**config.mk**
```make
export PLATFORM = sky130hd
export DESIGN_NAME = odt_pd_transition
export DESIGN_NICKNAME = d
export VERILOG_FILES = /design/src/hdl/odt_pd_pkg.sv /design/src/hdl/pin_sync.sv /design/src/hdl/bit_history.sv /design/src/hdl/odt_pd_transition.sv
export SDC_FILE = /design/constraint.sdc
export NUM_CORES = 1
export LEC_CHECK = 0
export BUFFER_PORTS_ARGS = -buffer_cell sky130_fd_sc_hd__buf_2
export CAP_MARGIN = 30
export CORE_MARGIN = 2
export CORE_UTILIZATION = 62
export CTS_BUF_LIST = sky130_fd_sc_hd__clkbuf_8
export CTS_CLUSTER_SIZE = 16
export DETAILED_ROUTE_END_ITERATION = 8
export HOLD_SLACK_MARGIN = 0.03
export PLACE_DENSITY = 0.8
export SYNTH_ARGS = -nofsm -noshare
export SYNTH_HDL_FRONTEND = slang
export SYNTH_SLANG_ARGS = --single-unit
```
**constraint.sdc**
```tcl
create_clock -name clk_i -period 5.3 [get_ports clk_i]
set_input_delay 0.53 -clock clk_i [delete_from_list [all_inputs] [get_ports clk_i]]
set_output_delay 0.53 -clock clk_i [all_outputs]
set_load 0.02 [all_outputs]
```
**src/hdl/odt_pd_pkg.sv**
```systemverilog
package odt_pd_pkg;

  // Core clock: 200 MHz
  localparam int CLK_PERIOD_PS   = 5000;

  // Asynchronous termination delays, printed in ns, held here in ps
  localparam int T_AONPD_MIN_PS  = 2000;
  localparam int T_AONPD_MAX_PS  = 8500;
  localparam int T_AOFPD_MIN_PS  = 2000;
  localparam int T_AOFPD_MAX_PS  = 8500;

  // Least times round up, longest times round down, never below one cycle
  localparam int AONPD_MIN_CYC_R = (T_AONPD_MIN_PS + CLK_PERIOD_PS - 1) / CLK_PERIOD_PS;
  localparam int AONPD_MAX_CYC_R = T_AONPD_MAX_PS / CLK_PERIOD_PS;
  localparam int AOFPD_MIN_CYC_R = (T_AOFPD_MIN_PS + CLK_PERIOD_PS - 1) / CLK_PERIOD_PS;
  localparam int AOFPD_MAX_CYC_R = T_AOFPD_MAX_PS / CLK_PERIOD_PS;
  localparam int AONPD_MIN_CYC   = (AONPD_MIN_CYC_R < 1) ? 1 : AONPD_MIN_CYC_R;
  localparam int AONPD_MAX_CYC   = (AONPD_MAX_CYC_R < 1) ? 1 : AONPD_MAX_CYC_R;
  localparam int AOFPD_MIN_CYC   = (AOFPD_MIN_CYC_R < 1) ? 1 : AOFPD_MIN_CYC_R;
  localparam int AOFPD_MAX_CYC   = (AOFPD_MAX_CYC_R < 1) ? 1 : AOFPD_MAX_CYC_R;

  // Asynchronous path latency in cycles after ODT is sampled
  localparam int ASYNC_CYC       = (AONPD_MIN_CYC > AOFPD_MIN_CYC) ? AONPD_MIN_CYC
                                                                   : AOFPD_MIN_CYC;

  // Latency offsets against write latency
  localparam int ODTL_WL_SUB     = 2;  // turn-on / turn-off latency = WL - 2
  localparam int ANPD_ENTRY_SUB  = 1;  // entry lead = WL - 1
  localparam int WL_MIN          = 4;

  // Plain defaults for timings that the block takes as parameters
  localparam int MAX_WL_DEF      = 24;
  localparam int T_CPDED_CYC_DEF = 1;
  localparam int T_RFC_CYC_DEF   = 22;
  localparam int T_XPDLL_CYC_DEF = 10;

  localparam int LAT_W           = 5;

  // History lanes
  localparam int H_ODT           = 0;
  localparam int H_FALL          = 1;
  localparam int H_RISE          = 2;
  localparam int H_ENT_POST      = 3;
  localparam int H_EXT_POST      = 4;
  localparam int H_WIDTH         = 5;

  typedef enum logic [1:0] {
    ST_BOOT,
    ST_IDLE,
    ST_PD
  } pd_state_t;

endpackage : odt_pd_pkg

```
**src/hdl/pin_sync.sv**
```systemverilog
`timescale 1ns/10ps

module pin_sync #(
  parameter int WIDTH = 2
) (
  // Clock and reset
  input  wire logic             clk_i,
  input  wire logic             sys_rst_i,
  // Pins and filtered levels
  input  wire logic [WIDTH-1:0] pin_i,
  output logic      [WIDTH-1:0] level_o
);

  initial begin
    if (WIDTH < 1) $error("pin_sync: WIDTH must be at least 1");
  end

  logic [WIDTH-1:0] stage1;
  logic [WIDTH-1:0] stage2;
  logic [WIDTH-1:0] stage3;
  logic [WIDTH-1:0] level;
  logic [WIDTH-1:0] next_level;

  // A change counts once the second and third stages agree
  genvar b;
  generate
    for (b = 0; b < WIDTH; b++) begin : g_bit
      always_comb begin
        next_level[b] = (stage2[b] == stage3[b]) ? stage3[b] : level[b];
      end
    end
  endgenerate

  always_ff @(posedge clk_i or posedge sys_rst_i) begin
    if (sys_rst_i) begin
      stage1 <= '0;
      stage2 <= '0;
      stage3 <= '0;
      level  <= '0;
    end else begin
      stage1 <= pin_i;
      stage2 <= stage1;
      stage3 <= stage2;
      level  <= next_level;
    end
  end

  assign level_o = level;

endmodule : pin_sync

```
**src/hdl/bit_history.sv**
```systemverilog
`timescale 1ns/10ps

module bit_history #(
  parameter int WIDTH = 1,
  parameter int DEPTH = 24
) (
  // Clock and reset
  input  wire logic                        clk_i,
  input  wire logic                        sys_rst_i,
  // Sample in, aged samples out; entry k is k+1 cycles old
  input  wire logic [WIDTH-1:0]            d_i,
  output logic      [DEPTH-1:0][WIDTH-1:0] hist_o
);

  initial begin
    if (WIDTH < 1 || DEPTH < 2) $error("bit_history: WIDTH >= 1 and DEPTH >= 2 required");
  end

  logic [DEPTH-1:0][WIDTH-1:0] hist;
  logic [DEPTH-1:0][WIDTH-1:0] next_hist;

  always_comb begin
    next_hist = {hist[DEPTH-2:0], d_i};
  end

  always_ff @(posedge clk_i or posedge sys_rst_i) begin
    if (sys_rst_i) begin
      hist <= '0;
    end else begin
      hist <= next_hist;
    end
  end

  assign hist_o = hist;

endmodule : bit_history

```
**src/hdl/odt_pd_transition.sv**
```systemverilog
// How it works
// Frozen-DLL power-down: termination turns on 2 to 8.5 ns after ODT sampled high.
// Frozen-DLL power-down: termination turns off 2 to 8.5 ns after ODT sampled low.
// DLL frozen in power-down gives an entry window allowing either response.
// Entry window: opens lead clocks before CKE low, closes after command-pass-disable delay.
// Entry lead equals write latency minus one, counted back from CKE low.
// Running refresh: entry window closes at later of refresh time or disable delay.
// Entry window start clock excluded, its closing point included.
// ODT raised in entry window changes termination within sync/async bound union.
// ODT lowered in entry window changes termination no later than larger maximum.
// Exit window opens lead before CKE high, closes DLL exit delay after.
// Exit lead equals larger of turn-on and turn-off latencies.
// ODT raised in exit window changes termination within sync/async bound union.
// ODT lowered in exit window changes termination within sync/async bound union.
// Overlapping entry then exit windows: either response from entry start to exit end.
// Overlapping exit then entry windows: either response from exit start to entry end.
// Before entry and after exit windows synchronous; between them asynchronous.
// Asynchronous mode ignores additive latency on the ODT input.
// Controller tracks windows and treats termination as uncertain inside them.
`timescale 1ns/10ps

module odt_pd_transition #(
  parameter int MAX_WL      = odt_pd_pkg::MAX_WL_DEF,
  parameter int T_CPDED_CYC = odt_pd_pkg::T_CPDED_CYC_DEF,
  parameter int T_RFC_CYC   = odt_pd_pkg::T_RFC_CYC_DEF,
  parameter int T_XPDLL_CYC = odt_pd_pkg::T_XPDLL_CYC_DEF
) (
  // Clock and reset
  input  wire logic                         clk_i,
  input  wire logic                         sys_rst_i,
  // Pins from the controller
  input  wire logic                         cke_pin_i,
  input  wire logic                         odt_pin_i,
  // Command decoder and mode register
  input  wire logic                         refresh_i,
  input  wire logic                         dll_frozen_i,
  input  wire logic [odt_pd_pkg::LAT_W-1:0] cwl_i,
  input  wire logic [odt_pd_pkg::LAT_W-1:0] al_i,
  // Termination control
  output logic                              rtt_on_o,
  output logic                              async_mode_o,
  output logic                              pd_active_o,
  // Window report, MAX_WL cycles behind the live timeline
  output logic                              entry_win_o,
  output logic                              exit_win_o
);

  localparam int LOOK = MAX_WL;
  localparam int CW   = 8;
  localparam logic [CW-1:0] CPDED_C = CW'(T_CPDED_CYC);
  localparam logic [CW-1:0] RFC_C   = CW'(T_RFC_CYC - 1);
  localparam logic [CW-1:0] XPDLL_C = CW'(T_XPDLL_CYC);
  localparam logic [5:0]    WL_MAX  = 6'(MAX_WL);
  localparam logic [5:0]    WL_LOW  = 6'(odt_pd_pkg::WL_MIN);
  localparam int CPDED_A = T_CPDED_CYC;
  localparam int XPDLL_A = T_XPDLL_CYC;

  initial begin
    if (MAX_WL < odt_pd_pkg::WL_MIN || MAX_WL > 62)
      $error("odt_pd_transition: MAX_WL out of range");
    if (T_CPDED_CYC < 1 || T_CPDED_CYC > 255) $error("odt_pd_transition: bad T_CPDED_CYC");
    if (T_RFC_CYC < 2 || T_RFC_CYC > 255) $error("odt_pd_transition: bad T_RFC_CYC");
    if (T_XPDLL_CYC < 1 || T_XPDLL_CYC > 255) $error("odt_pd_transition: bad T_XPDLL_CYC");
    if (odt_pd_pkg::ASYNC_CYC > odt_pd_pkg::AONPD_MAX_CYC ||
        odt_pd_pkg::ASYNC_CYC > odt_pd_pkg::AOFPD_MAX_CYC)
      $error("odt_pd_transition: async delay cannot meet both bounds at this clock");
  end

  // Pin synchronisers
  logic [1:0] pins_s;
  logic       cke_s;
  logic       odt_s;

  pin_sync #(
    .WIDTH (2)
  ) u_pin_sync (
    .clk_i     (clk_i),
    .sys_rst_i (sys_rst_i),
    .pin_i     ({cke_pin_i, odt_pin_i}),
    .level_o   (pins_s)
  );

  assign cke_s = pins_s[1];
  assign odt_s = pins_s[0];

  // Latencies; additive latency reaches the synchronous path and the window leads, not the async path
  logic [5:0] wl_raw;
  logic [5:0] wl;
  logic [5:0] odtl;
  logic [5:0] ent_lead;
  logic [5:0] ext_lead;

  always_comb begin
    wl_raw = 6'(cwl_i) + 6'(al_i);
    if (wl_raw > WL_MAX) begin
      wl = WL_MAX;
    end else if (wl_raw < WL_LOW) begin
      wl = WL_LOW;
    end else begin
      wl = wl_raw;
    end
    odtl     = wl - 6'(odt_pd_pkg::ODTL_WL_SUB);
    ent_lead = wl - 6'(odt_pd_pkg::ANPD_ENTRY_SUB);
    ext_lead = odtl;
  end

  // Power-down tracking
  odt_pd_pkg::pd_state_t state;
  odt_pd_pkg::pd_state_t next_state;
  logic                  fall;
  logic                  rise;

  always_comb begin
    next_state = state;
    fall       = 1'b0;
    rise       = 1'b0;
    unique case (state)
      odt_pd_pkg::ST_BOOT: begin
        if (cke_s) next_state = odt_pd_pkg::ST_IDLE;
      end
      odt_pd_pkg::ST_IDLE: begin
        if (!cke_s) begin
          next_state = odt_pd_pkg::ST_PD;
          fall       = dll_frozen_i;
        end
      end
      odt_pd_pkg::ST_PD: begin
        if (cke_s) begin
          next_state = odt_pd_pkg::ST_IDLE;
          rise       = dll_frozen_i;
        end
      end
    endcase
  end

  always_ff @(posedge clk_i or posedge sys_rst_i) begin
    if (sys_rst_i) begin
      state <= odt_pd_pkg::ST_BOOT;
    end else begin
      state <= next_state;
    end
  end

  // Refresh, entry and exit counters
  logic [CW-1:0] rfc_cnt;
  logic [CW-1:0] ent_cnt;
  logic [CW-1:0] ext_cnt;
  logic [CW-1:0] next_rfc_cnt;
  logic [CW-1:0] next_ent_cnt;
  logic [CW-1:0] next_ext_cnt;
  logic          ent_post;
  logic          ext_post;

  always_comb begin
    next_rfc_cnt = (rfc_cnt != '0) ? rfc_cnt - CW'(1) : '0;
    if (refresh_i) next_rfc_cnt = RFC_C;
    next_ent_cnt = (ent_cnt != '0) ? ent_cnt - CW'(1) : '0;
    if (fall) begin
      // Later of refresh end and disable delay, end point included
      next_ent_cnt = (rfc_cnt > CPDED_C) ? rfc_cnt : CPDED_C; // see see
    end
    next_ext_cnt = (ext_cnt != '0) ? ext_cnt - CW'(1) : '0;
    if (rise) next_ext_cnt = XPDLL_C;
    ent_post = fall || (ent_cnt != '0);
    ext_post = rise || (ext_cnt != '0);
  end

  always_ff @(posedge clk_i or posedge sys_rst_i) begin
    if (sys_rst_i) begin
      rfc_cnt <= '0;
      ent_cnt <= '0;
      ext_cnt <= '0;
    end else begin
      rfc_cnt <= next_rfc_cnt;
      ent_cnt <= next_ent_cnt;
      ext_cnt <= next_ext_cnt;
    end
  end

  // Timeline history for the synchronous path and the window report
  logic [LOOK-1:0][odt_pd_pkg::H_WIDTH-1:0] hist;
  logic [odt_pd_pkg::H_WIDTH-1:0]           hist_d;

  always_comb begin
    hist_d                         = '0;
    hist_d[odt_pd_pkg::H_ODT]      = odt_s;
    hist_d[odt_pd_pkg::H_FALL]     = fall;
    hist_d[odt_pd_pkg::H_RISE]     = rise;
    hist_d[odt_pd_pkg::H_ENT_POST] = ent_post;
    hist_d[odt_pd_pkg::H_EXT_POST] = ext_post;
  end

  bit_history #(
    .WIDTH (odt_pd_pkg::H_WIDTH),
    .DEPTH (LOOK)
  ) u_history (
    .clk_i     (clk_i),
    .sys_rst_i (sys_rst_i),
    .d_i       (hist_d),
    .hist_o    (hist)
  );

  // Leading part of a window: the event lies within lead cycles after the reported cycle
  logic [LOOK-1:0] ent_hit;
  logic [LOOK-1:0] ext_hit;

  genvar k;
  generate
    for (k = 0; k < LOOK; k++) begin : g_lead
      // Start clock itself falls outside the window
      assign ent_hit[k] = hist[k][odt_pd_pkg::H_FALL] &&
                          (6'(k) >= 6'(LOOK) - ent_lead); // see
      assign ext_hit[k] = hist[k][odt_pd_pkg::H_RISE] &&
                          (6'(k) >= 6'(LOOK) - ext_lead);
    end
  endgenerate

  // Synchronous tap: ODT as sampled odtl cycles before the output edge
  function automatic logic odt_at_age(input logic [5:0] age);
    logic r;
    r = odt_s;
    for (int i = 1; i <= LOOK; i++) begin
      if (6'(i) == age) r = hist[i-1][odt_pd_pkg::H_ODT];
    end
    return r;
  endfunction

  // Termination control
  logic mode_async;
  logic sync_tap;
  logic rtt_on;
  logic async_mode;
  logic entry_win;
  logic exit_win;
  logic next_rtt_on;
  logic next_async_mode;
  logic next_entry_win;
  logic next_exit_win;

  always_comb begin
    // Async from CKE low to CKE high while the DLL is frozen; both edges lie inside a window
    mode_async      = (state == odt_pd_pkg::ST_PD) && dll_frozen_i;
    next_async_mode = mode_async;
    sync_tap        = odt_at_age(odtl - 6'(1));
    // Inside windows either path may act; the switch keeps both bounds
    if (mode_async) begin
      // Additive latency bypassed, fixed delay from the sampled level
      next_rtt_on = odt_at_age(6'(odt_pd_pkg::ASYNC_CYC - 1)); // see see
    end else begin
      next_rtt_on = sync_tap; // see see see see
    end
    // Union of windows spans overlaps in either order
    next_entry_win = (|ent_hit) || hist[LOOK-1][odt_pd_pkg::H_ENT_POST];
    next_exit_win  = (|ext_hit) || hist[LOOK-1][odt_pd_pkg::H_EXT_POST];
  end

  always_ff @(posedge clk_i or posedge sys_rst_i) begin
    if (sys_rst_i) begin
      rtt_on     <= 1'b0;
      async_mode <= 1'b0;
      entry_win  <= 1'b0;
      exit_win   <= 1'b0;
    end else begin
      rtt_on     <= next_rtt_on;
      async_mode <= next_async_mode;
      entry_win  <= next_entry_win;
      exit_win   <= next_exit_win;
    end
  end

  assign rtt_on_o     = rtt_on;
  assign async_mode_o = async_mode;
  assign pd_active_o  = (state == odt_pd_pkg::ST_PD);
  assign entry_win_o  = entry_win;
  assign exit_win_o   = exit_win;
endmodule : odt_pd_transition

```
==> reports/metrics.csv <==
metric,value,unit
outcome,completed,
die_h,105,um
place_inst,666,
clkTransAtPathRegs,0.09,ns
slew_headroom,47.9,%
p_sw_share,32.5,%
grt_max_degree,113,
floorplan.die_area,11100,um2
core_area,9860,um2
syn_area_per_cell,12.1,um2
start_util,64.4,%
critPathCaptureType,flip-flop,
setup_viol,0,
critPathKind,in2reg,
final_cells,700,
synth_ff_type,dfrtp_1,
comb_power_share,24.9,%
track_usage,22.4,%
p_per_area,448,nW/um2
path_max_fanout,11,
rsz0062_at_grt,false,
synth.distinct_cells,70,
drc,0,
grt_antenna_before_repair,0,
cts.sinks,158,
hold_class,in2reg,
syn2layout_area_growth,10.6,%
clockRootBuffer,clkbuf_8,
layout_common_cells,"dfrtp_1, nand2_1, a21oi_1",
layout_commonest_cell,dfrtp_1,
power.switching,1.02,mW
clock_latency,0.44,ns
dp.final_hpwl,7580,um
wire_per_inst,16.2,um
yosys_warnings,0,
synth_edf_count,0,
synth-seq-area-share,62.2,%
async_flop_share,100,%
numCtsBuffers,17,
finalSetupTns,0,ns
syn_nets,562,
io_pins,21,
min_period_over_period,82.7,%
placed_area,6580,um2
routed.top_layer,met4,
cts_tree,yes,
pwr-share-clk,28.5,%
met2RoutedLength,5480,um
drt-total-wl,11300,um
leakage,3.07,nW
dr_wl_met3,492,um
worst_pin_slew,0.776,ns
slew_viol_final,0,
worstPathRequired,5.65,ns
die_w,105,um
grt_pass1_wl,19500,um
portBuffers,20,
htree_levels,4,
viasPerCell,5.86,
dr.pass1.iters,5,
seqPwrFrac,46.6,%
gp_congestion,0.946,
cts.path.max_buffers,2,
n_antenna_cell,0,
critPathArrivalTime,4.74,ns
rows,36,
vias,4104,
synth_cells,526,
hold_viol,0,
fmax,228,MHz
drive_above_1_share,14.1,%
first_iter_violations,346,
ys_seq_elements,158,
netlist_area,6350,um2
drtAntennaViolNets,0,
irDropWorstVdd,0.312,mV
fin_util,71.2,%
wl_met1,5220,um
nFillCells,675,
maxCapViolations,0,
fin_skew,0.0107,ns
internal_power,2.13,mW
overflow,0,
cts_setup_buffers,0,
cts_resized,0,
fin_nets,590,
fin_area,7030,um2
startpoint_type,primary input,
period_minus_slack,4.38,ns
grt_pass1_vias,4011,
-- synth_stat cells, drive strengths merged, types with 2 or more instances --
library cell	count	area (um2)
dfrtp	158	3950
a221o	3	30.0
a21o	7	60.1
nor3	21	131
a211oi	4	35.0
and3	8	51.3
o21a	2	15.0
nand2	40	153
mux2	2	22.5
clkbuf	12	45.0
inv	24	90.1
nand3	10	50.1
xnor2	16	163
ha	19	238
buf	5	40.0
nor4	7	43.8
o21ai	28	155
or2	4	25.0
maj3	3	30.0
nor2b	5	31.3
nand2b	6	37.5
a21oi	33	180
a2111oi	3	32.5
xor2	9	86.3
o22ai	4	25.0
nand4bb	2	22.5
or3	5	31.3
nor3b	3	22.5
o221ai	2	17.5
a22oi	4	43.8
a31oi	12	75.1
o211ai	5	37.5
o31ai	5	37.5
a221oi	4	35.0
nand4	4	25.0
a22o	3	26.3
a32o	2	20.0
nor2	29	109
-- routing by layer --
layer  GRT usage [%]  vias up
met5               0        -
met4            7.24        0
met3            4.76       17
met2            34.7      124
met1            32.0     2033
li1                -     1930
-- power groups by stage --
stage               registers [mW]  clock network [mW]  logic, mW
finish                        1.47               0.898      0.784
global route                  1.49               0.976      0.873
CTS                           1.47               0.921      0.776
detailed placement            1.49                   0      0.768
global placement              1.48                   0      0.740
floorplan                     1.47                   0      0.616
-- flip-flops by register name, summed over array words and instances (netlist names) --
signal / flops
rtt_on_o: 1
ext_cnt: 8
async_mode_o: 1
u_pin_sync.stage1: 2
u_history.hist_o: 120
rfc_cnt: 8
ent_cnt: 8
u_pin_sync.level_o: 2
state: 2
u_pin_sync.stage3: 2
u_pin_sync.stage2: 2
entry_win_o: 1
exit_win_o: 1
-- kinds of logic after synthesis --
family                   Yosys count  share of synthesized area [%]
XOR/XNOR                          25                           3.92
flip-flops                       158                           62.2
multiplexers                       3                          0.512
adder cells (fa/ha/maj)           23                           4.53
buffers and inverters             41                           2.76
AND/OR/NAND/NOR                  147                           11.9
AO/OA/AOI/OAI                    129                           14.1
-- worst paths after layout --
path / from / to / slack (ns) / cells after the start
setup / recovery: cwl_i[0] / rtt_on_o / 0.92 / 14
hold / removal: cke_pin_i / u_pin_sync.stage1[1] / 0.20 / 1
setup reg to reg: ent_cnt[0] / ent_cnt[5] / 3.14 / 7
hold reg to reg: u_history.hist_o[93] / u_history.hist_o[98] / 0.35 / 0
max in group asynchronous: sys_rst_i / u_history.hist_o[11] / 3.52 / 5
min in group asynchronous: sys_rst_i / u_history.hist_o[69] / 0.55 / 3
-- layout make-up --
cell class	count	area, um2	share of cell area, %
Tap cell	133	166	2.37
Timing Repair Buffer	26	168	2.39
Clock buffer	17	234	3.33
Clock inverter	15	179	2.55
Multi-Input combinational cell	327	2230	31.7
Inverter	24	95.1	1.35
Sequential cell	158	3950	56.3
-- per-stage QoR --
stage | worst slack (ns) | power (mW) | hold slack (ns)
after floorplan | 0.507 | 2.08 | 0.331
after global placement | 0.686 | 2.22 | 0.333
after detailed placement | 0.482 | 2.26 | 0.335
after CTS | 0.952 | 3.17 | 0.179
after global routing | 0.626 | 3.34 | 0.171
final | 0.915 | 3.15 | 0.199
-- repair_timing --
action / 4_1_cts / 5_1_grt
endpoints found under the setup margin: 0 / 0
endpoints found under the hold margin: 0 / 12
hold buffers: 0 / 1
-- worst max-delay path, cell delays in order --
cell and delay (ns):
buf_2 0.10, ha_1 0.24, fa_1 0.50, xor2_1 0.21, or2_1 0.26, o22ai_1 0.14
o21a_1 0.17, nand3_1 0.28, ha_1 0.63, xor2_1 0.67, a31oi_1 0.21, a41o_1 0.24
a221o_1 0.33, a211oi_2 0.22
Power figures use the tool's default switching activity.
